**src/verilog/usf_pkg.sv**
```systemverilog
// Package for the serial status flag block: offsets, bit positions, carriers, timing.
package usf_pkg;

    // ========================================================================
    // Register map (byte addresses on the APB slave)
    localparam logic [7:0] USF_ADDR_STATUS = 8'h00;
    localparam logic [7:0] USF_ADDR_DATA = 8'h04;
    localparam logic [7:0] USF_ADDR_CTRL = 8'h08;
    localparam logic [7:0] USF_ADDR_TXCTL = 8'h0C;

    // ========================================================================
    // Status bit positions
    localparam int USF_BIT_TDE = 7;
    localparam int USF_BIT_TC = 6;
    localparam int USF_BIT_RXF = 5;
    localparam int USF_BIT_IDLE = 4;
    localparam int USF_BIT_LOST = 3;
    localparam int USF_BIT_NOISE = 2;
    localparam int USF_BIT_FRAME = 1;
    localparam int USF_BIT_PAR = 0;

    // Control register bit positions
    localparam int USF_CTL_NINTH = 0;
    localparam int USF_CTL_ILT = 1;
    localparam int USF_CTL_PE = 2;
    localparam int USF_CTL_PODD = 3;
    localparam int USF_CTL_TXON = 4;
    localparam int USF_CTL_BRK = 5;

    // Reset values
    localparam logic [7:0] USF_STATUS_RST = 8'hC0;
    localparam logic [5:0] USF_CTRL_RST = 6'h00;

    // ========================================================================
    // Timing: 16 samples per bit, fixed divider from pclk
    localparam int USF_PCLK_HZ = 40000000;
    localparam int USF_BAUD = 115200;
    localparam logic [15:0] USF_SAMPLE_DIV = 16'(USF_PCLK_HZ / (USF_BAUD * 16));
    localparam logic [3:0] USF_SAMPLES_MAX = 4'hF;
    localparam logic [3:0] USF_IDLE_BITS = 4'hA;
    localparam logic [3:0] USF_IDLE_BITS9 = 4'hB;
    localparam logic [3:0] USF_DATA_BITS = 4'h8;
    localparam logic [3:0] USF_START_PH_LO = 4'h3;
    localparam logic [3:0] USF_START_PH_HI = 4'h9;
    localparam logic [3:0] USF_BIT_PH_LO = 4'h7;
    localparam logic [3:0] USF_BIT_PH_HI = 4'h9;

    // ========================================================================
    // Carriers
    typedef struct packed {
        logic [7:0] data;
        logic noise;
        logic frame;
        logic parity;
    } usf_rxchar_t;

    typedef struct packed {
        logic ninth;
        logic idle_count_select;
        logic pe;
        logic podd;
    } usf_cfg_t;

    typedef enum logic [4:0] {
        USF_RX_IDLE = 5'h01,
        USF_RX_START = 5'h02,
        USF_RX_DATA = 5'h04,
        USF_RX_STOP = 5'h08,
        USF_RX_DONE = 5'h10
    } usf_rx_state_t;

endpackage

```
**src/verilog/usf_status.sv**
```systemverilog
// Status flag logic of an asynchronous serial interface with its APB slave.
//
// Overview of operation
// - Status register read-only; writes ignored.
// - Transmit empty set at reset and buffer move.
// - Armed status read, data write clears tx empty.
// - Tx complete set when empty and idle.
// - Armed tx complete cleared by write/enable/break.
// - Rx full set when character lands in data.
// - Armed status read, data read clears rx full.
// - Idle set after 10 or 11 high bits.
// - Select 0: count idle from after start bit.
// - Select 1: count idle after stop bit.
// - Armed read sequence clears idle flag.
// - Idle sets once per received character.
// - Overrun sets lost flag, drops new character.
// - Armed read sequence clears lost flag.
// - Seven/three samples; disagreement sets noise flag.
// - Read sequence clears noise flag.
// - Zero at stop bit sets framing flag.
// - Parity mismatch with enable sets parity flag.
// - Read sequence clears parity flag.
// - Ninth bit select adds one bit time.
// - Enable low then high queues idle character.
`timescale 1ns/100ps

module usf_status
    import usf_pkg::*;
(
    // APB slave
    input wire logic pclk,
    input wire logic presetn,
    input wire logic psel,
    input wire logic penable,
    input wire logic pwrite,
    input wire logic [7:0] paddr,
    input wire logic [31:0] pwdata,
    output logic [31:0] prdata,
    output logic pready,
    output logic pslverr,
    // Serial line
    input wire logic rxd,
    output logic txd
);

    // ========================================================================
    // Bus decode
    logic acc;
    logic rd_status;
    logic rd_data;
    logic wr_data;
    logic wr_ctrl;
    logic [7:0] status_one_reg;
    logic [5:0] ctrl_q;
    logic [7:0] rx_data_q;
    logic [7:0] armed_q;
    logic busy;

    function automatic logic hit(input logic [7:0] a, input logic [7:0] b);
        hit = (a == b);
    endfunction

    assign acc = psel && penable;
    assign pready = 1'b1; // Zero wait states
    assign pslverr = acc && !(hit(paddr, USF_ADDR_STATUS) || hit(paddr, USF_ADDR_DATA)
                     || hit(paddr, USF_ADDR_CTRL) || hit(paddr, USF_ADDR_TXCTL));
    assign rd_status = acc && !pwrite && hit(paddr, USF_ADDR_STATUS);
    assign rd_data = acc && !pwrite && hit(paddr, USF_ADDR_DATA);
    assign wr_data = acc && pwrite && hit(paddr, USF_ADDR_DATA) && !busy;
    assign wr_ctrl = acc && pwrite && hit(paddr, USF_ADDR_CTRL);

    // Read data is registered; writes to status fall through untouched
    always_ff @(posedge pclk or negedge presetn)
    begin
        if (!presetn)
            prdata <= 32'h00000000;
        else if (psel && !penable && !pwrite)
        begin
            prdata <= 32'h00000000;
            if (hit(paddr, USF_ADDR_STATUS))
                prdata[7:0] <= status_one_reg;
            else if (hit(paddr, USF_ADDR_DATA))
                prdata[7:0] <= rx_data_q;
            else if (hit(paddr, USF_ADDR_CTRL))
                prdata[5:0] <= ctrl_q;
        end
    end

    // Control bits; break_queue and tx_on live here
    always_ff @(posedge pclk or negedge presetn)
    begin
        if (!presetn)
            ctrl_q <= USF_CTRL_RST;
        else if (wr_ctrl)
            ctrl_q <= pwdata[5:0];
    end

    usf_cfg_t cfg;
    assign cfg = '{ninth: ctrl_q[USF_CTL_NINTH], idle_count_select: ctrl_q[USF_CTL_ILT],
                   pe: ctrl_q[USF_CTL_PE], podd: ctrl_q[USF_CTL_PODD]};
    logic tx_on;
    logic break_queue;
    logic txon_rise;
    logic brk_wr;
    assign tx_on = ctrl_q[USF_CTL_TXON];
    assign break_queue = ctrl_q[USF_CTL_BRK];
    assign txon_rise = wr_ctrl && !tx_on && pwdata[USF_CTL_TXON];
    assign brk_wr = wr_ctrl && pwdata[USF_CTL_BRK];

    // ========================================================================
    // Sample tick shared by both directions
    logic [15:0] div_q;
    logic tick;
    assign tick = (div_q == 16'h0000);
    always_ff @(posedge pclk or negedge presetn)
    begin
        if (!presetn)
            div_q <= 16'h0000;
        else
            div_q <= tick ? USF_SAMPLE_DIV - 16'h0001 : div_q - 16'h0001;
    end

    // ========================================================================
    // Transmitter: one-word buffer, shifter, preamble/idle and break queueing
    logic [7:0] txbuf_q;
    logic txfull_q;
    logic [10:0] tsh_q;
    logic [3:0] tbits_q;
    logic [3:0] tph_q;
    logic tact_q;
    logic pre_q;
    logic [3:0] fr_bits;
    logic load;
    logic txpar;
    assign fr_bits = cfg.ninth ? USF_IDLE_BITS9 : USF_IDLE_BITS;
    assign busy = txfull_q;
    assign txpar = (^txbuf_q) ^ cfg.podd;
    assign load = tick && !tact_q && tx_on && (txfull_q || pre_q || break_queue);

    // Queued idle on a tx_on re-enable; break when break_queue held
    always_ff @(posedge pclk or negedge presetn)
    begin
        if (!presetn)
            pre_q <= 1'b0;
        else if (txon_rise)
            pre_q <= 1'b1;
        else if (load && !txfull_q)
            pre_q <= 1'b0;
    end

    always_ff @(posedge pclk or negedge presetn)
    begin
        if (!presetn)
        begin
            txbuf_q <= 8'h00;
            txfull_q <= 1'b0;
        end
        else if (wr_data)
        begin
            txbuf_q <= pwdata[7:0];
            txfull_q <= 1'b1;
        end
        else if (load && !pre_q && !break_queue)
            txfull_q <= 1'b0;
    end

    // Shifter sends LSB first, 16 ticks per bit
    always_ff @(posedge pclk or negedge presetn)
    begin
        if (!presetn)
        begin
            tsh_q <= 11'h7FF;
            tbits_q <= 4'h0;
            tph_q <= 4'h0;
            tact_q <= 1'b0;
        end
        else if (load)
        begin
            tact_q <= 1'b1;
            tph_q <= 4'h0;
            tbits_q <= fr_bits;
            if (pre_q)
                tsh_q <= 11'h7FF;
            else if (break_queue)
                tsh_q <= {!cfg.ninth, 10'h000}; // Line back high once the break ends
            else
                tsh_q <= {1'b1, cfg.pe ? txpar : 1'b1, txbuf_q, 1'b0};
        end
        else if (tick && tact_q)
        begin
            tph_q <= tph_q + 4'h1;
            if (tph_q == USF_SAMPLES_MAX)
            begin
                tsh_q <= {1'b1, tsh_q[10:1]};
                tbits_q <= tbits_q - 4'h1;
                if (tbits_q == 4'h1)
                    tact_q <= 1'b0;
            end
        end
    end
    assign txd = tsh_q[0];

    // ========================================================================
    // Receiver: two-flop synchroniser, then sampler
    logic rx_s1_q;
    logic rx_s2_q;
    logic rx_prev_q;
    // Start needs a falling edge, so a line held low after a frame is no new start
    always_ff @(posedge pclk or negedge presetn)
    begin
        if (!presetn)
        begin
            rx_s1_q <= 1'b1;
            rx_s2_q <= 1'b1;
            rx_prev_q <= 1'b1;
        end
        else
        begin
            rx_s1_q <= rxd;
            rx_s2_q <= rx_s1_q;
            rx_prev_q <= rx_s2_q;
        end
    end

    usf_rx_state_t rst_q;
    logic [3:0] rph_q;
    logic [3:0] rbit_q;
    logic [8:0] rsh_q;
    logic [2:0] ones_q;
    logic [2:0] zeros_q;
    logic noise_q;
    logic in_win;
    logic bit_end;
    logic bit_val;
    logic bit_noisy;
    logic [3:0] data_n;
    usf_rxchar_t rx_char;
    logic rx_done;

    assign data_n = cfg.pe ? USF_DATA_BITS + 4'h1 : USF_DATA_BITS;
    assign in_win = (rst_q == USF_RX_START)
                    ? (rph_q >= USF_START_PH_LO && rph_q <= USF_START_PH_HI)
                    : (rph_q >= USF_BIT_PH_LO && rph_q <= USF_BIT_PH_HI);
    assign bit_end = tick && rph_q == USF_SAMPLES_MAX;
    assign bit_val = ones_q > zeros_q;
    assign bit_noisy = (ones_q != 3'h0) && (zeros_q != 3'h0);
    assign rx_done = (rst_q == USF_RX_DONE);

    // Majority vote per bit; seven samples in start, three elsewhere
    always_ff @(posedge pclk or negedge presetn)
    begin
        if (!presetn)
        begin
            rst_q <= USF_RX_IDLE;
            rph_q <= 4'h0;
            rbit_q <= 4'h0;
            rsh_q <= 9'h000;
            ones_q <= 3'h0;
            zeros_q <= 3'h0;
            noise_q <= 1'b0;
        end
        else
        begin
            if (tick && rst_q != USF_RX_IDLE && rst_q != USF_RX_DONE)
            begin
                rph_q <= rph_q + 4'h1;
                if (bit_end)
                begin
                    ones_q <= 3'h0;
                    zeros_q <= 3'h0;
                end
                else if (in_win && rx_s2_q)
                    ones_q <= ones_q + 3'h1;
                else if (in_win)
                    zeros_q <= zeros_q + 3'h1;
            end
            unique case (rst_q)
                USF_RX_IDLE:
                    if (!rx_s2_q && rx_prev_q)
                    begin
                        rst_q <= USF_RX_START;
                        rph_q <= 4'h0;
                        noise_q <= 1'b0;
                        ones_q <= 3'h0;
                        zeros_q <= 3'h0;
                    end
                USF_RX_START:
                    if (bit_end)
                    begin
                        noise_q <= bit_noisy;
                        rbit_q <= 4'h0;
                        rst_q <= bit_val ? USF_RX_IDLE : USF_RX_DATA;
                    end
                USF_RX_DATA:
                    if (bit_end)
                    begin
                        noise_q <= noise_q | bit_noisy;
                        rsh_q <= {bit_val, rsh_q[8:1]};
                        rbit_q <= rbit_q + 4'h1;
                        if (rbit_q + 4'h1 == data_n)
                            rst_q <= USF_RX_STOP;
                    end
                USF_RX_STOP:
                    if (bit_end)
                    begin
                        noise_q <= noise_q | bit_noisy;
                        rsh_q <= cfg.pe ? rsh_q : {1'b0, rsh_q[8:1]};
                        ones_q <= {2'b00, bit_val}; // Stop value kept for framing
                        rst_q <= USF_RX_DONE;
                    end
                USF_RX_DONE:
                    rst_q <= USF_RX_IDLE;
                default:
                    rst_q <= USF_RX_IDLE;
            endcase
        end
    end

    assign rx_char.data = rsh_q[7:0];
    assign rx_char.noise = noise_q;
    assign rx_char.frame = !ones_q[0];
    assign rx_char.parity = cfg.pe && ((^rsh_q) != cfg.podd);

    // ========================================================================
    // Idle-line counter
    logic [3:0] idle_cnt_q;
    logic [3:0] rph_idle_q;
    logic idle_ok_q;
    logic idle_hit;
    logic count_en;
    // Select 0 counts high bits from after the start bit; select 1 only once back idle
    assign count_en = cfg.idle_count_select ? (rst_q == USF_RX_IDLE) : (rst_q != USF_RX_START);
    assign idle_hit = idle_cnt_q == fr_bits;
    always_ff @(posedge pclk or negedge presetn)
    begin
        if (!presetn)
        begin
            idle_cnt_q <= 4'h0;
            rph_idle_q <= 4'h0;
        end
        else if (!rx_s2_q || !count_en)
        begin
            idle_cnt_q <= 4'h0;
            rph_idle_q <= 4'h0;
        end
        else if (tick && !idle_hit)
        begin
            rph_idle_q <= rph_idle_q + 4'h1;
            if (rph_idle_q == USF_SAMPLES_MAX)
                idle_cnt_q <= idle_cnt_q + 4'h1;
        end
    end

    // ========================================================================
    // Status flags: set wins over an armed clear
    logic [7:0] set_v;
    logic [7:0] clr_v;
    logic [7:0] flags_q;
    logic take;
    logic tx_idle;
    assign take = rx_done && !flags_q[USF_BIT_RXF];
    assign tx_idle = !tact_q && !txfull_q && !pre_q && !(break_queue && tx_on);

    always_comb
    begin
        set_v = 8'h00;
        // Level sets yield in the cycle of their own clearing action
        set_v[USF_BIT_TDE] = !txfull_q && !wr_data;
        set_v[USF_BIT_TC] = tx_idle && !(wr_data || txon_rise || brk_wr);
        set_v[USF_BIT_RXF] = take;
        set_v[USF_BIT_IDLE] = idle_hit && idle_ok_q;
        set_v[USF_BIT_LOST] = rx_done && flags_q[USF_BIT_RXF];
        set_v[USF_BIT_NOISE] = take && rx_char.noise;
        set_v[USF_BIT_FRAME] = take && rx_char.frame;
        set_v[USF_BIT_PAR] = take && rx_char.parity;
        clr_v = 8'h00;
        clr_v[USF_BIT_TDE] = wr_data;
        clr_v[USF_BIT_TC] = wr_data || txon_rise || brk_wr;
        clr_v[USF_BIT_RXF] = rd_data;
        clr_v[USF_BIT_IDLE] = rd_data;
        clr_v[USF_BIT_LOST] = rd_data;
        clr_v[USF_BIT_NOISE] = rd_data;
        clr_v[USF_BIT_FRAME] = rd_data;
        clr_v[USF_BIT_PAR] = rd_data;
        clr_v = clr_v & armed_q;
    end

    always_ff @(posedge pclk or negedge presetn)
    begin
        if (!presetn)
            flags_q <= USF_STATUS_RST;
        else
            flags_q <= set_v | (flags_q & ~clr_v);
    end
    assign status_one_reg = flags_q;

    // Arming: only flags seen at one by a status read; dropped once used
    always_ff @(posedge pclk or negedge presetn)
    begin
        if (!presetn)
            armed_q <= 8'h00;
        else if (rd_status)
            armed_q <= prdata[7:0];
        else
            armed_q <= armed_q & ~clr_v & flags_q;
    end

    // Idle may fire once per received character
    always_ff @(posedge pclk or negedge presetn)
    begin
        if (!presetn)
            idle_ok_q <= 1'b0;
        else if (take)
            idle_ok_q <= 1'b1;
        else if (idle_hit && idle_ok_q)
            idle_ok_q <= 1'b0;
    end

    // Received data lands only when the register is free
    always_ff @(posedge pclk or negedge presetn)
    begin
        if (!presetn)
            rx_data_q <= 8'h00;
        else if (take)
            rx_data_q <= rx_char.data;
    end

endmodule

```
**config.mk**
```make
export PLATFORM = sky130hd
export DESIGN_NAME = usf_status
export DESIGN_NICKNAME = d
export VERILOG_FILES = /design/src/verilog/usf_pkg.sv /design/src/verilog/usf_status.sv
export SDC_FILE = /design/constraint.sdc
export NUM_CORES = 1
export LEC_CHECK = 0
export CAP_MARGIN = 20
export CORE_ASPECT_RATIO = 0.9
export CORE_MARGIN = 2
export CORE_UTILIZATION = 60
export DETAILED_ROUTE_END_ITERATION = 16
export DONT_BUFFER_PORTS = 1
export PLACE_DENSITY = 0.82
export SYNTH_ARGS = -nofsm -noshare
export SYNTH_HDL_FRONTEND = slang
export SYNTH_SLANG_ARGS = --single-unit
```
**constraint.sdc**
```tcl
create_clock -name pclk -period 3.4 [get_ports pclk]
set_input_delay 0.17 -clock pclk [delete_from_list [all_inputs] [get_ports pclk]]
set_output_delay 0.17 -clock pclk [all_outputs]
set_load 0.01 [all_outputs]
```
Word level (Yosys, flattened, before mapping)
Cells that the tools add are included.
{ "op_classes": {"add_sub_neg": 9, "n_mul": 0, "n_div": 0, "magnitude_cmp": 4, "n_eq_ne": 25, "shift": 0, "n_mux": 69, "bitwise_logic": 8, "reduce_logical": 93} }
{ "ops": {"columns": ["operator", "n"], "rows": [
  ["$mux 4", 15],
  ["$mux 11", 5],
  ["$logic_and 1x1->1", 43],
  ["$mux 3", 12],
  ["$and 8x8->8", 4],
  ["$mux 9", 3],
  ["$mux 5", 5],
  ["$add 4x1->4 const B", 5],
  ["$pmux 5 s4", 1],
  ["$reduce_bool 2->1", 10],
  ["$mux 1", 18],
  ["$pmux 9 s2", 1],
  ["$logic_not 1->1", 17],
  ["$eq 8x4->1 const B", 2],
  ["$logic_not 16->1", 1],
  ["$mux 16", 1],
  ["$mux 8", 2],
  ["$sub 16x1->16 const B", 1],
  ["$eq 4x4->1 const B", 3],
  ["$mux 6", 2],
  ["$ne 2x2->1 const B", 6],
  ["$reduce_bool 3->1", 3],
  ["$reduce_xor 9->1", 1],
  ["$eq 4x4->1", 2],
  ["other kinds (34)", 45]
]} }
{ "word_totals": {"reg_bits": 125, "latchBits": 0, "ram_bits": 0, "romBits": 0, "in_bits": 46, "memories": 0} }

Longest topological paths before layout
Gate-level depths: netlist of run 1.
{ "depth": {"ltp_word": 12, "mapped_depth": 9, "depth_no_buf": 7} }

Worst setup path after synthesis of run 1
OpenSTA, ideal clock, no wires.
{ "synth_path": {"path_type": "register -> register", "from": "register div_q[6]", "to": "register rsh_q[0]", "setup_ns": 0.125, "arrival_time_ns": 2.556, "t_required_ns": 3.275, "slack_ns": 0.720, "path_stages_with_launch": 8, "path_buffers": 2, "cell_sequence": "dfrtp_1 or4_1 buf_2 or4_4 buf_6 or2_4 a21oi_4 mux2_2"} }
{ "synth_via": {"elab_chain_len": 4, "word_cells_on_any_way": 5} }
{ "synth_rtl": {"columns": ["item", "line_no", "text"], "rows": [
  ["from (decl)", "usf_status.sv:112", "logic [15:0] div_q;"],
  ["from (signal assigned)", "usf_status.sv:120", "div_q <= tick ? USF_SAMPLE_DIV - 16'h0001 : div_q - 16'h0001;"],
  ["$logic_not 16->1 (*)", "usf_status.sv:114", "assign tick = (div_q == 16'h0000);"],
  ["$logic_and 1x1->1 (*)", "usf_status.sv:244", "assign bit_end = tick && rph_q == USF_SAMPLES_MAX;"],
  ["$ne 2x2->1 (no source line)", null, null],
  ["$reduce_and 4->1 (no source line) (*)", null, null],
  ["to (signal assigned)", "usf_status.sv:298", "rsh_q <= {bit_val, rsh_q[8:1]};"],
  ["to (signal assigned)", "usf_status.sv:307", "rsh_q <= cfg.pe ? rsh_q : {1'b0, rsh_q[8:1]};"],
  ["to (decl)", "usf_status.sv:228", "logic [8:0] rsh_q;"]
]} }
Every way passes the cells marked *; elsewhere a longest branch is shown, timed or not.
A chain may end at the register's enable or synchronous reset.

Worst setup path in the final report of run 1
{ "layout_path": {"from": "register div_q[6]", "to": "register rsh_q[6]"} }
The elaborated chain is that of the path after synthesis.

==> metrics.md, run 1 <==
| Metric | Value |
|---|---|
| # setup viols final | 0 |
| Cts bufs inserted | 17 |
| Crit-path max FO | 14 |
| Initial antenna violation count | 0 |
| Detailed-router iteration count before antenna repair | 5 |
| Sequence of cells on the critical path | or4_1 -> or4_4 -> or2_4 -> a21oi_4 -> mux2_2 |
| Hold_buf cts | 14 |
| Fill cells | 754 |
| Most common cell after layout, fill and taps aside | dfrtp_1 |
| Cell Pwr Density | 512.7 nW/um2 |
| Mapped Cells | 622 |
| Vias | 4665 |
| Site Rows | 36 |
| Placement Setup Slack | 494.0 ps |
| Post-CTS Setup Inserts | 0 |
| Final worst setup slack | 461.9 ps |
| Clock Path Buffers | 2 |
| Gpl congestion | 0.8156 |
| RSZ-0062 raised after global routing | false |
| Max_cap viols | 0 |
| Grt ovf | 0 |
| CP startpoint kind | flop |
| Clk sink count | 125 |
| Root Buffer | clkbuf_16 |
| Clk_lat worst skew | 420 ps |
| Vias in the first global route | 4613 |
| Post-synthesis adder-cell area fraction | 3.463% |
| DR vias/cell | 5.905 |
| Slew Viols, Final | 0 |
| IO Pins | 81 |
| Crit path DAT | 3230 ps |
| Chip width | 113.7 um |
| Buffers & Inverters on Critical Path | 0 |
| LEAKAGE | 3.292 nW |
| CTS tree | done |
| Seq/Total Area, Yosys | 48.42% |
| Area of the multi-input gates | 3078 um2 |
| Sequential cell area | 3149 um2 |
| Clock skew | 10.35 ps |
| First-pass GRT wire length | 22200 um |
| Nets | 708 |
| Worst path required time | 3700 ps |
| Asr flop ratio synth | 100.0% |
| Outcome | complete, no violations |
| Tmin final | 2938 ps |
| Synth Register Bits | 125 |
| Largest net degree at the start of global routing | 126 |
| Iteration-0 DRC Markers | 359 |
| Mux cell area share after synthesis | 10.47% |
| Final hold vios | 0 |
| Final Cycle Share | 86.41% |
| Synth Area in XOR/XNOR | 5.868% |
| Synth Flop Type | dfrtp_1 |
| IO buf count | 0 |
| Worst path top cell family by delay | simple AND/OR/NAND/NOR gates |
| Synth warn | 0 |
| DRT Wirelength | 13370 um |
| Total Routing Usage GR | 24.44% |
| CP peak stage delay | 710 ps |
| Hold Crit Class | in2reg |
| Hold Slack | 11.19 ps |
| Final cell utilization of the core | 68.54% |
| Crit path kind | reg2reg |
| Layout Cell Area excl Fill | 7317 um2 |
| Compound-gate portion of the synthesized area | 9.888% |
| Avg Cell Area, Syn | 10.46 um2 |
| Max transition margin | 52.63% |
| DRC | 0 |
| Commonest cells after routing, fill and taps aside | 108 x dfrtp_1, 62 x nand2_1, 50 x nor2_1 |
| Detailed-placement wirelength estimate | 8654 um |
| F_max | 0.3404 GHz |
| Post-Synth Simple-Gate Area | 16.03% |
| Post-synth EDFFs | 0 |
| Die Y | 102.8 um |
| Peak supply drop | 416.3 uV |
| Yosys cell types | 62 |
| CP Capture Type | flop |
| Worst-margin pin slew | 704.0 ps |
| Main combinational cell family by area after synthesis | simple AND/OR/NAND/NOR gates |
| Die area | 11690 um2 |
| Setup_tns | 0 ps |
| Core Area | 10680 um2 |
| # diodes | 0 |
| WL per Instance | 16.93 um |
| Synthesized area | 6504 um2 |
| Clock Pin Slew Worst Setup and Hold Paths | 50 ps |
| Area Overhead vs Synth | 12.50% |
| Share of cells above drive strength 1 | 15.07% |
| Antenna-violating nets left | 0 |
| Area post-placement | 6548 um2 |
| Initial Utilization | 60.92% |
| CTS resizes | 0 |
| CTS HTree Levels | 4 |
| Critical Path Slowest Stage Cell | or4_1 |
layer usage:
metal | wire length [um] | part of all wire, % | GRT usage [%] | up-vias
met4 | 269 | 2.0 | 11.54 | 0
met1 | 5844 | 44 | 32.24 | 2322
li1 | - | - | - | 2182
met2 | 6548 | 49 | 38.74 | 130
met5 | 0 | 0 | 0 | -
met3 | 709 | 5.3 | 5.996 | 31
state kept, by name, summed over array words and instances, names as in the netlist, 3 cells and up:
name        flops
armed_q         8
ctrl_q          6
div_q          16
flags_q         8
idle_cnt_q      4
ones_q          3
prdata          8
rbit_q          4
rph_idle_q      4
rph_q           4
rsh_q           9
rst_q           5
rx_data_q       8
tbits_q         4
tph_q           4
tsh_q          11
txbuf_q         8
zeros_q         3
path summary, 6_finish.rpt:
path	slack, ps	from	cells past startpoint	end
max in group asynchronous	2570	presetn	2	rbit_q[1]
min reg2reg	360	rx_s1_q	0	rx_s2_q
max	460	div_q[6]	5	rsh_q[6]
min in group asynchronous	380	presetn	2	zeros_q[1]
min	10	paddr[3]	3	prdata[3]
max reg2reg	460	div_q[6]	5	rsh_q[6]
logic make-up after synthesis:
family	count (synthesis)
flip-flops	125
AO/OA/AOI/OAI	98
AND/OR/NAND/NOR	205
buffers and inverters	68
other	2
adder cells (fa/ha/maj)	18
XOR/XNOR	42
multiplexers	64
worst register-to-register path: stages, from the launching register on:
cell and delay (ps):
dfrtp_1 400, or4_1 710, or4_4 700, or2_4 330
a21oi_4 300, mux2_2 380
area by class of cell:
class | instances | area share (%)
Timing Repair Buffer | 21 | 2.873
Clock buffer | 24 | 6.447
Sequential cell | 125 | 43.04
Tap cell | 133 | 2.274
Inverter | 27 | 1.385
Clock inverter | 8 | 1.915
Multi-Input combinational cell | 452 | 42.07
where the power goes:
group | total, mW | switching, mW | internal, mW
clock | 1.88 | 0.619 | 1.26
sequential | 1.58 | 0.0452 | 1.54
combinational | 0.288 | 0.181 | 0.107
total | 3.75 | 0.846 | 2.91
cells in the mapped netlist, types with 9 or more instances:
cell      number  area share (%)
ha_1          18             3.5
buf_4         27             3.1
xor2_1        11             1.5
dfstp_2       17             6.9
o21ai_0       22             1.7
nand3_1       19             1.5
xnor2_1       30             4.0
nor3_1        10            0.77
o31ai_1       11             1.3
nor4_1         9            0.87
inv_1         26             1.5
nand2_1       62             3.6
nor2_1        50             2.9
clkbuf_1      10            0.58
mux2_2        32             5.5
mux2i_1       32             4.9
dfrtp_1      108              42
a21oi_1       27             2.1
stage by stage:
step	total power [mW]	cells
after floorplan	1.814	645
after global placement	1.831	744
after detailed placement	1.842	744
after CTS	3.770	790
after global routing	3.883	790
final	3.751	790
Note: power is estimated with default switching activity, not from simulation.
==> run 2: changes to the inputs <==
--- a/config.mk
+++ b/config.mk
@@ -6,7 +6,7 @@
 export NUM_CORES = 1
 export LEC_CHECK = 0
 export CAP_MARGIN = 20
-export CORE_ASPECT_RATIO = 0.9
+export CORE_ASPECT_RATIO = 1.2
 export CORE_MARGIN = 2
 export CORE_UTILIZATION = 60
 export DETAILED_ROUTE_END_ITERATION = 16
==> run 2 against run 1 <==
Against the previous run: die area about the same; critical path type unchanged; global-route usage down 0.57 points; largest cell class unchanged; final cell count down 0.51%; clock skew down 1.2 ps.
==> metrics.md, run 2 (synthesized netlist as in run 1, its figures left out) <==
| Metric | Value |
|---|---|
| Outcome | complete, no violations |
| WL per Instance | 16.96 um (+0.18%) |
| First-pass GRT wire length | 22400 um (+0.90%) |
| Grt ovf | 0 (unchanged) |
| CP Capture Type | flop |
| Die Y | 118.1 um (+15%) |
| DR vias/cell | 5.943 (+0.64%) |
| Crit path DAT | 3220 ps (about the same) |
| # setup viols final | 0 (unchanged) |
| Worst path top cell family by delay | simple AND/OR/NAND/NOR gates |
| Tmin final | 2917 ps (-20.85 ps) |
| Most common cell after layout, fill and taps aside | dfrtp_1 |
| Most flop-heavy register | div_q |
| Site Rows | 41 (+14%) |
| Crit path kind | reg2reg |
| Cts bufs inserted | 17 (unchanged) |
| LEAKAGE | 3.266 nW (-0.77%) |
| Die area | 11690 um2 (about the same) |
| Slew Viols, Final | 0 (unchanged) |
| Fill cells | 727 (-3.6%) |
| Hold Slack | 3.993 ps (-7.193 ps) |
| Vias in the first global route | 4663 (+1.1%) |
| Iteration-0 DRC Markers | 224 (-38%) |
| Total Routing Usage GR | 23.86% (-0.57 points) |
| F_max | 0.3428 GHz (+0.71%) |
| DR top layer | met4 |
| M1 WL | 5558 um (-4.9%) |
| Buffers & Inverters on Critical Path | 0 (unchanged) |
| RSZ-0062 raised after global routing | false |
| Clk_lat worst skew | 420 ps (about the same) |
| Vias | 4671 (+0.13%) |
| Root Buffer | clkbuf_16 |
| CTS HTree Levels | 4 (unchanged) |
| DRC | 0 (unchanged) |
| Core Area | 10520 um2 (-1.5%) |
| DRT Wirelength | 13330 um (-0.33%) |
| Max_cap viols | 0 (unchanged) |
| Chip width | 99.04 um (-13%) |
| Sequence of cells on the critical path | or4_1 -> or4_4 -> or2_4 -> a21oi_4 -> mux2_2 |
| Placement Setup Slack | 474.6 ps (-19.49 ps) |
| Max transition margin | 56.92% (+4.3 points) |
| Hold Crit Class | in2reg |
| IO Pins | 81 (unchanged) |
| Area Overhead vs Synth | 11.64% |
| Commonest cells after routing, fill and taps aside | 108 x dfrtp_1, 62 x nand2_1, 50 x nor2_1 |
| Setup_tns | 0 ps (unchanged) |
| Largest net degree at the start of global routing | 126 (unchanged) |
| Crit-path max FO | 14 (unchanged) |
| Layout Cell Area excl Fill | 7261 um2 (-0.77%) |
| Clock Pin Slew Worst Setup and Hold Paths | 60 ps (about the same) |
| Antenna-violating nets left | 0 (unchanged) |
| Worst-margin pin slew | 643.4 ps (-60.61 ps) |
| Share of cells above drive strength 1 | 15.83% (+0.76 points) |
| CTS tree | done |
| Final Cycle Share | 85.80% (-0.61 points) |
| # diodes | 0 (unchanged) |
| IO buf count | 0 (unchanged) |
| Critical Path Slowest Stage Cell | or4_1 |
| Initial Utilization | 61.84% (+0.92 points) |
| Clk sink count | 125 (unchanged) |
| Peak supply drop | 354.2 uV (-15%) |
| CP peak stage delay | 710 ps (about the same) |
| Clock skew | 9.192 ps (-1.155 ps) |
| Nets | 708 (unchanged) |
| Initial antenna violation count | 0 (unchanged) |
| Met3 routed WL | 596 um (-16%) |
| CTS resizes | 0 (unchanged) |
| Cell Pwr Density | 491.3 nW/um2 (-4.2%) |
| Final hold vios | 0 (unchanged) |
| Final worst setup slack | 482.8 ps (+20.85 ps) |
| CP startpoint kind | flop |
| Clock Path Buffers | 2 (unchanged) |
| Detailed-router iteration count before antenna repair | 5 (unchanged) |
| Area post-placement | 6543 um2 (about the same) |
| Registers with the most flip-flops | div_q: 16 flops, tsh_q: 11 flops, rsh_q: 9 flops |
| Routed wl met2 | 6961 um (+6.3%) |
| Gpl congestion | 0.8063 (-1.1%) |
| Max FFs per register | 16 (unchanged) |
| Worst path required time | 3700 ps (about the same) |
| Detailed-placement wirelength estimate | 8989 um (+3.9%) |
==> run 2: cell types whose count changed in the layout (fill, tap and decap cells not counted), sizes merged <==
cell      change
clkbuf        -5
inv           +5
bufinv        -4
clkinv        +3
clkinvlp      +1
==> run 2: through the flow <==
step	power, mW	std cells	utilization, %
after detailed placement	1.846	740	62.21
final	3.567	786	69.04
after global placement	1.837	740	62.21
after global routing	3.711	786	69.04
after CTS	3.578	786	69.04
after floorplan	1.814	645	-
==> run 2: path summary, 6_finish.rpt <==
check | slack, ps | startpoint | to | depth (start not counted)
setup / recovery | 480 | div_q[6] | rsh_q[5] | 5
max in group asynchronous | 2540 | presetn | zeros_q[1] | 2
min in group asynchronous | 360 | presetn | rph_q[2] | 2
setup reg to reg | 480 | div_q[6] | rsh_q[5] | 5
hold reg to reg | 360 | rx_s1_q | rx_s2_q | 0
hold / removal | 4 | paddr[3] | prdata[0] | 3
==> run 2: metal layers <==
layer  global-route usage (%)  up-vias
met2                    40.33      113
met4                    8.562        0
li1                         -     2188
met3                    6.354       25
met5                        0        -
met1                    29.28     2345
==> run 2: tightest hold or removal path, cell delays in order <==
cell and delay, ps:
nor2_1 30, a21oi_1 100, o21ai_0 80
==> run 2: where the power goes <==
group          switching, mW  internal (mW)
combinational          0.186          0.107
clock                  0.707          0.985
sequential            0.0440           1.54
==> run 2: layout make-up <==
cell class	instances	area [um2]	area share [%]
repair buffers	21	210.2	2.895
multi-input cells	452	3078	42.39
inverters	27	101.3	1.396
clock buffers	19	452.9	6.238
well taps	129	161.4	2.223
flip-flops and latches	125	3149	43.37
clock inverters	13	107.6	1.482
==> run 2: what timing repair did <==
action,in CTS,in global routing
setup buffers,0,0
hold endpoints to repair,146,0
hold buffers,14,0
==> run 3: changes to the inputs <==
--- a/config.mk
+++ b/config.mk
@@ -11,6 +11,7 @@
 export CORE_UTILIZATION = 60
 export DETAILED_ROUTE_END_ITERATION = 16
 export DONT_BUFFER_PORTS = 1
+export GPL_ROUTABILITY_DRIVEN = 0
 export PLACE_DENSITY = 0.82
 export SYNTH_ARGS = -nofsm -noshare
 export SYNTH_HDL_FRONTEND = slang
==> constraint.sdc (replaced) <==
create_clock -name pclk -period 3.35 [get_ports pclk]
set_input_delay 0.1675 -clock pclk [delete_from_list [all_inputs] [get_ports pclk]]
set_output_delay 0.1675 -clock pclk [all_outputs]
set_load 0.01 [all_outputs]
==> run 3 against run 2 <==
Against the previous run: non-clock buffer count stayed put; fmax is 0.36% lower; first-iteration DRC count is 2.2% lower; clock skew is 6.4 ps higher; count of clock-buffer cells in the layout is 2 lower; total power is 4.3% higher; cell area is 0.38% higher; register-to-register slack worse by 60 ps.
==> metrics.md, run 3 (synthesized netlist as in run 1, its figures left out) <==
| Metric | Value |
|---|---|
| Die Y | 118.1 um (unchanged) |
| Tmin final | 2928 ps (+10.46 ps) |
| Max_cap viols | 0 (unchanged) |
| Worst-margin pin slew | 738.2 ps (+94.81 ps) |
| CTS tree | done |
| Largest net degree at the start of global routing | 126 (unchanged) |
| Sequence of cells on the critical path | or4_1 -> or4_4 -> or2_4 -> a21oi_4 -> mux2_2 |
| Buffers & Inverters on Critical Path | 0 (unchanged) |
| Die area | 11690 um2 (unchanged) |
| Final Cycle Share | 87.39% (+1.6 points) |
| IO buf count | 0 (unchanged) |
| Max transition margin | 50.38% (-6.5 points) |
| Clock Pin Slew Worst Setup and Hold Paths | 60 ps (about the same) |
| Clock Path Buffers | 2 (unchanged) |
| Crit path DAT | 3230 ps (about the same) |
| Nets | 708 (unchanged) |
| Crit-path max FO | 14 (unchanged) |
| Hold Crit Class | in2reg |
| Worst path top cell family by delay | simple AND/OR/NAND/NOR gates |
| CP Capture Type | flop |
| Detailed-router iteration count before antenna repair | 5 (unchanged) |
| CP startpoint | div_q[6] |
| Hold_buf cts | 14 (unchanged) |
| Peak supply drop | 315.9 uV (-11%) |
| Core Area | 10520 um2 (unchanged) |
| Registers with the most flip-flops | div_q: 16 flops, tsh_q: 11 flops, rsh_q: 9 flops |
| Most flop-heavy register | div_q |
| Post-CTS Setup Inserts | 0 (unchanged) |
| Cell Pwr Density | 510.3 nW/um2 (+3.9%) |
| Share of cells above drive strength 1 | 15.83% (unchanged) |
| Critical Path Slowest Stage Cell | or4_1 |
| CTS HTree Levels | 4 (unchanged) |
| Vias | 4656 (-0.32%) |
| Chip width | 99.04 um (unchanged) |
| LEAKAGE | 3.276 nW (+0.28%) |
| Total Routing Usage GR | 24.17% (+0.31 points) |
| RSZ-0062 raised after global routing | false |
| Clock skew | 15.58 ps (+6.391 ps) |
| Antenna-violating nets left | 0 (unchanged) |
| Final hold vios | 0 (unchanged) |
| Outcome | complete, no violations |
| # diodes | 0 (unchanged) |
| First-pass GRT wire length | 22790 um (+1.8%) |
| Area Overhead vs Synth | 12.06% |
| Detailed-placement wirelength estimate | 8698 um (-3.2%) |
| # setup viols final | 0 (unchanged) |
| Final cell utilization of the core | 69.30% (+0.26 points) |
| CTS resizes | 0 (unchanged) |
| Commonest cells after routing, fill and taps aside | 108 x dfrtp_1, 62 x nand2_1, 50 x nor2_1 |
| Site Rows | 41 (unchanged) |
| Clk sink count | 125 (unchanged) |
| RR Startpoint | div_q[6] |
| Clk_lat worst skew | 420 ps (about the same) |
| Cts bufs inserted | 17 (unchanged) |
| Worst path required time | 3650 ps (-50 ps) |
| Initial Utilization | 61.84% (unchanged) |
| CP peak stage delay | 710 ps (about the same) |
| Root Buffer | clkbuf_16 |
| DRT Wirelength | 13560 um (+1.7%) |
| Hold Startpoint | paddr[2] |
| Iteration-0 DRC Markers | 219 (-2.2%) |
| Slew Viols, Final | 0 (unchanged) |
| Crit path kind | reg2reg |
| F_max | 0.3416 GHz (-0.36%) |
| DR vias/cell | 5.924 (-0.32%) |
| Tot Pwr | 3.719 mW (+4.3%) |
| DRC | 0 (unchanged) |
| WL per Instance | 17.25 um (+1.7%) |
| Most common cell after layout, fill and taps aside | dfrtp_1 |
| Initial antenna violation count | 0 (unchanged) |
| Setup_tns | 0 ps (unchanged) |
| Max FFs per register | 16 (unchanged) |
| Grt ovf | 0 (unchanged) |
| IO Pins | 81 (unchanged) |
| Vias in the first global route | 4698 (+0.75%) |
| CP startpoint kind | flop |
==> run 3: cell count changes in the layout (fill, tap and decap cells not counted), sizes merged <==
cell	change
bufinv	+2
clkbuf	-2
clkinvlp	+1
inv	-1
==> run 3: final cells by class <==
| class | instances | area (um2) |
|---|---|---|
| Sequential cell | 125 | 3149 |
| Timing Repair Buffer | 21 | 210.2 |
| Clock buffer | 17 | 425.4 |
| Multi-Input combinational cell | 452 | 3078 |
| Inverter | 27 | 101.3 |
| Tap cell | 129 | 161.4 |
| Fill cell | 717 | 3228 |
| Clock inverter | 15 | 162.7 |
==> run 3: report_power, final <==
| part | switching (mW) | internal [mW] |
|---|---|---|
| clock network | 0.707 | 1.11 |
| registers | 0.0453 | 1.56 |
| logic | 0.192 | 0.109 |
==> run 3: through the flow <==
stage	cells	setup WS, ps	hold slack [ps]	instance area, um2
after CTS	786	418.6	0.02154	7288
after global routing	786	344.4	20.31	7288
final	786	422.3	1.060	7288
after detailed placement	740	446.7	-124.3	6543
after global placement	740	477.7	-123.3	6543
after floorplan	645	669.7	-128.1	6590
==> run 3: worst paths after layout <==
path / end / slack (ps) / cells past startpoint
max in group asynchronous: rbit_q[1] / 2510 / 2
hold reg to reg: rx_s2_q / 360 / 0
setup / recovery: rsh_q[2] / 420 / 5
setup reg to reg: rsh_q[2] / 420 / 5
min in group asynchronous: div_q[13] / 390 / 2
hold / removal: prdata[6] / 1 / 2
==> run 3: worst reg2reg max path: cells and delay by family (launching register included) <==
kind	cells	cell delay [ps]
and+or+nand+nor	3	1740
AOI/OAI and AO/OA	1	290
DFF	1	410
muxes	1	390
==> run 3: per-layer routing <==
layer | share of wire (%) | global-route usage (%) | vias to the layer above
met5 | 0 | 0 | -
met4 | 2.1 | 9.418 | 0
met3 | 4.4 | 6.235 | 26
met2 | 52 | 40.50 | 108
met1 | 42 | 29.77 | 2337
li1 | - | - | 2185
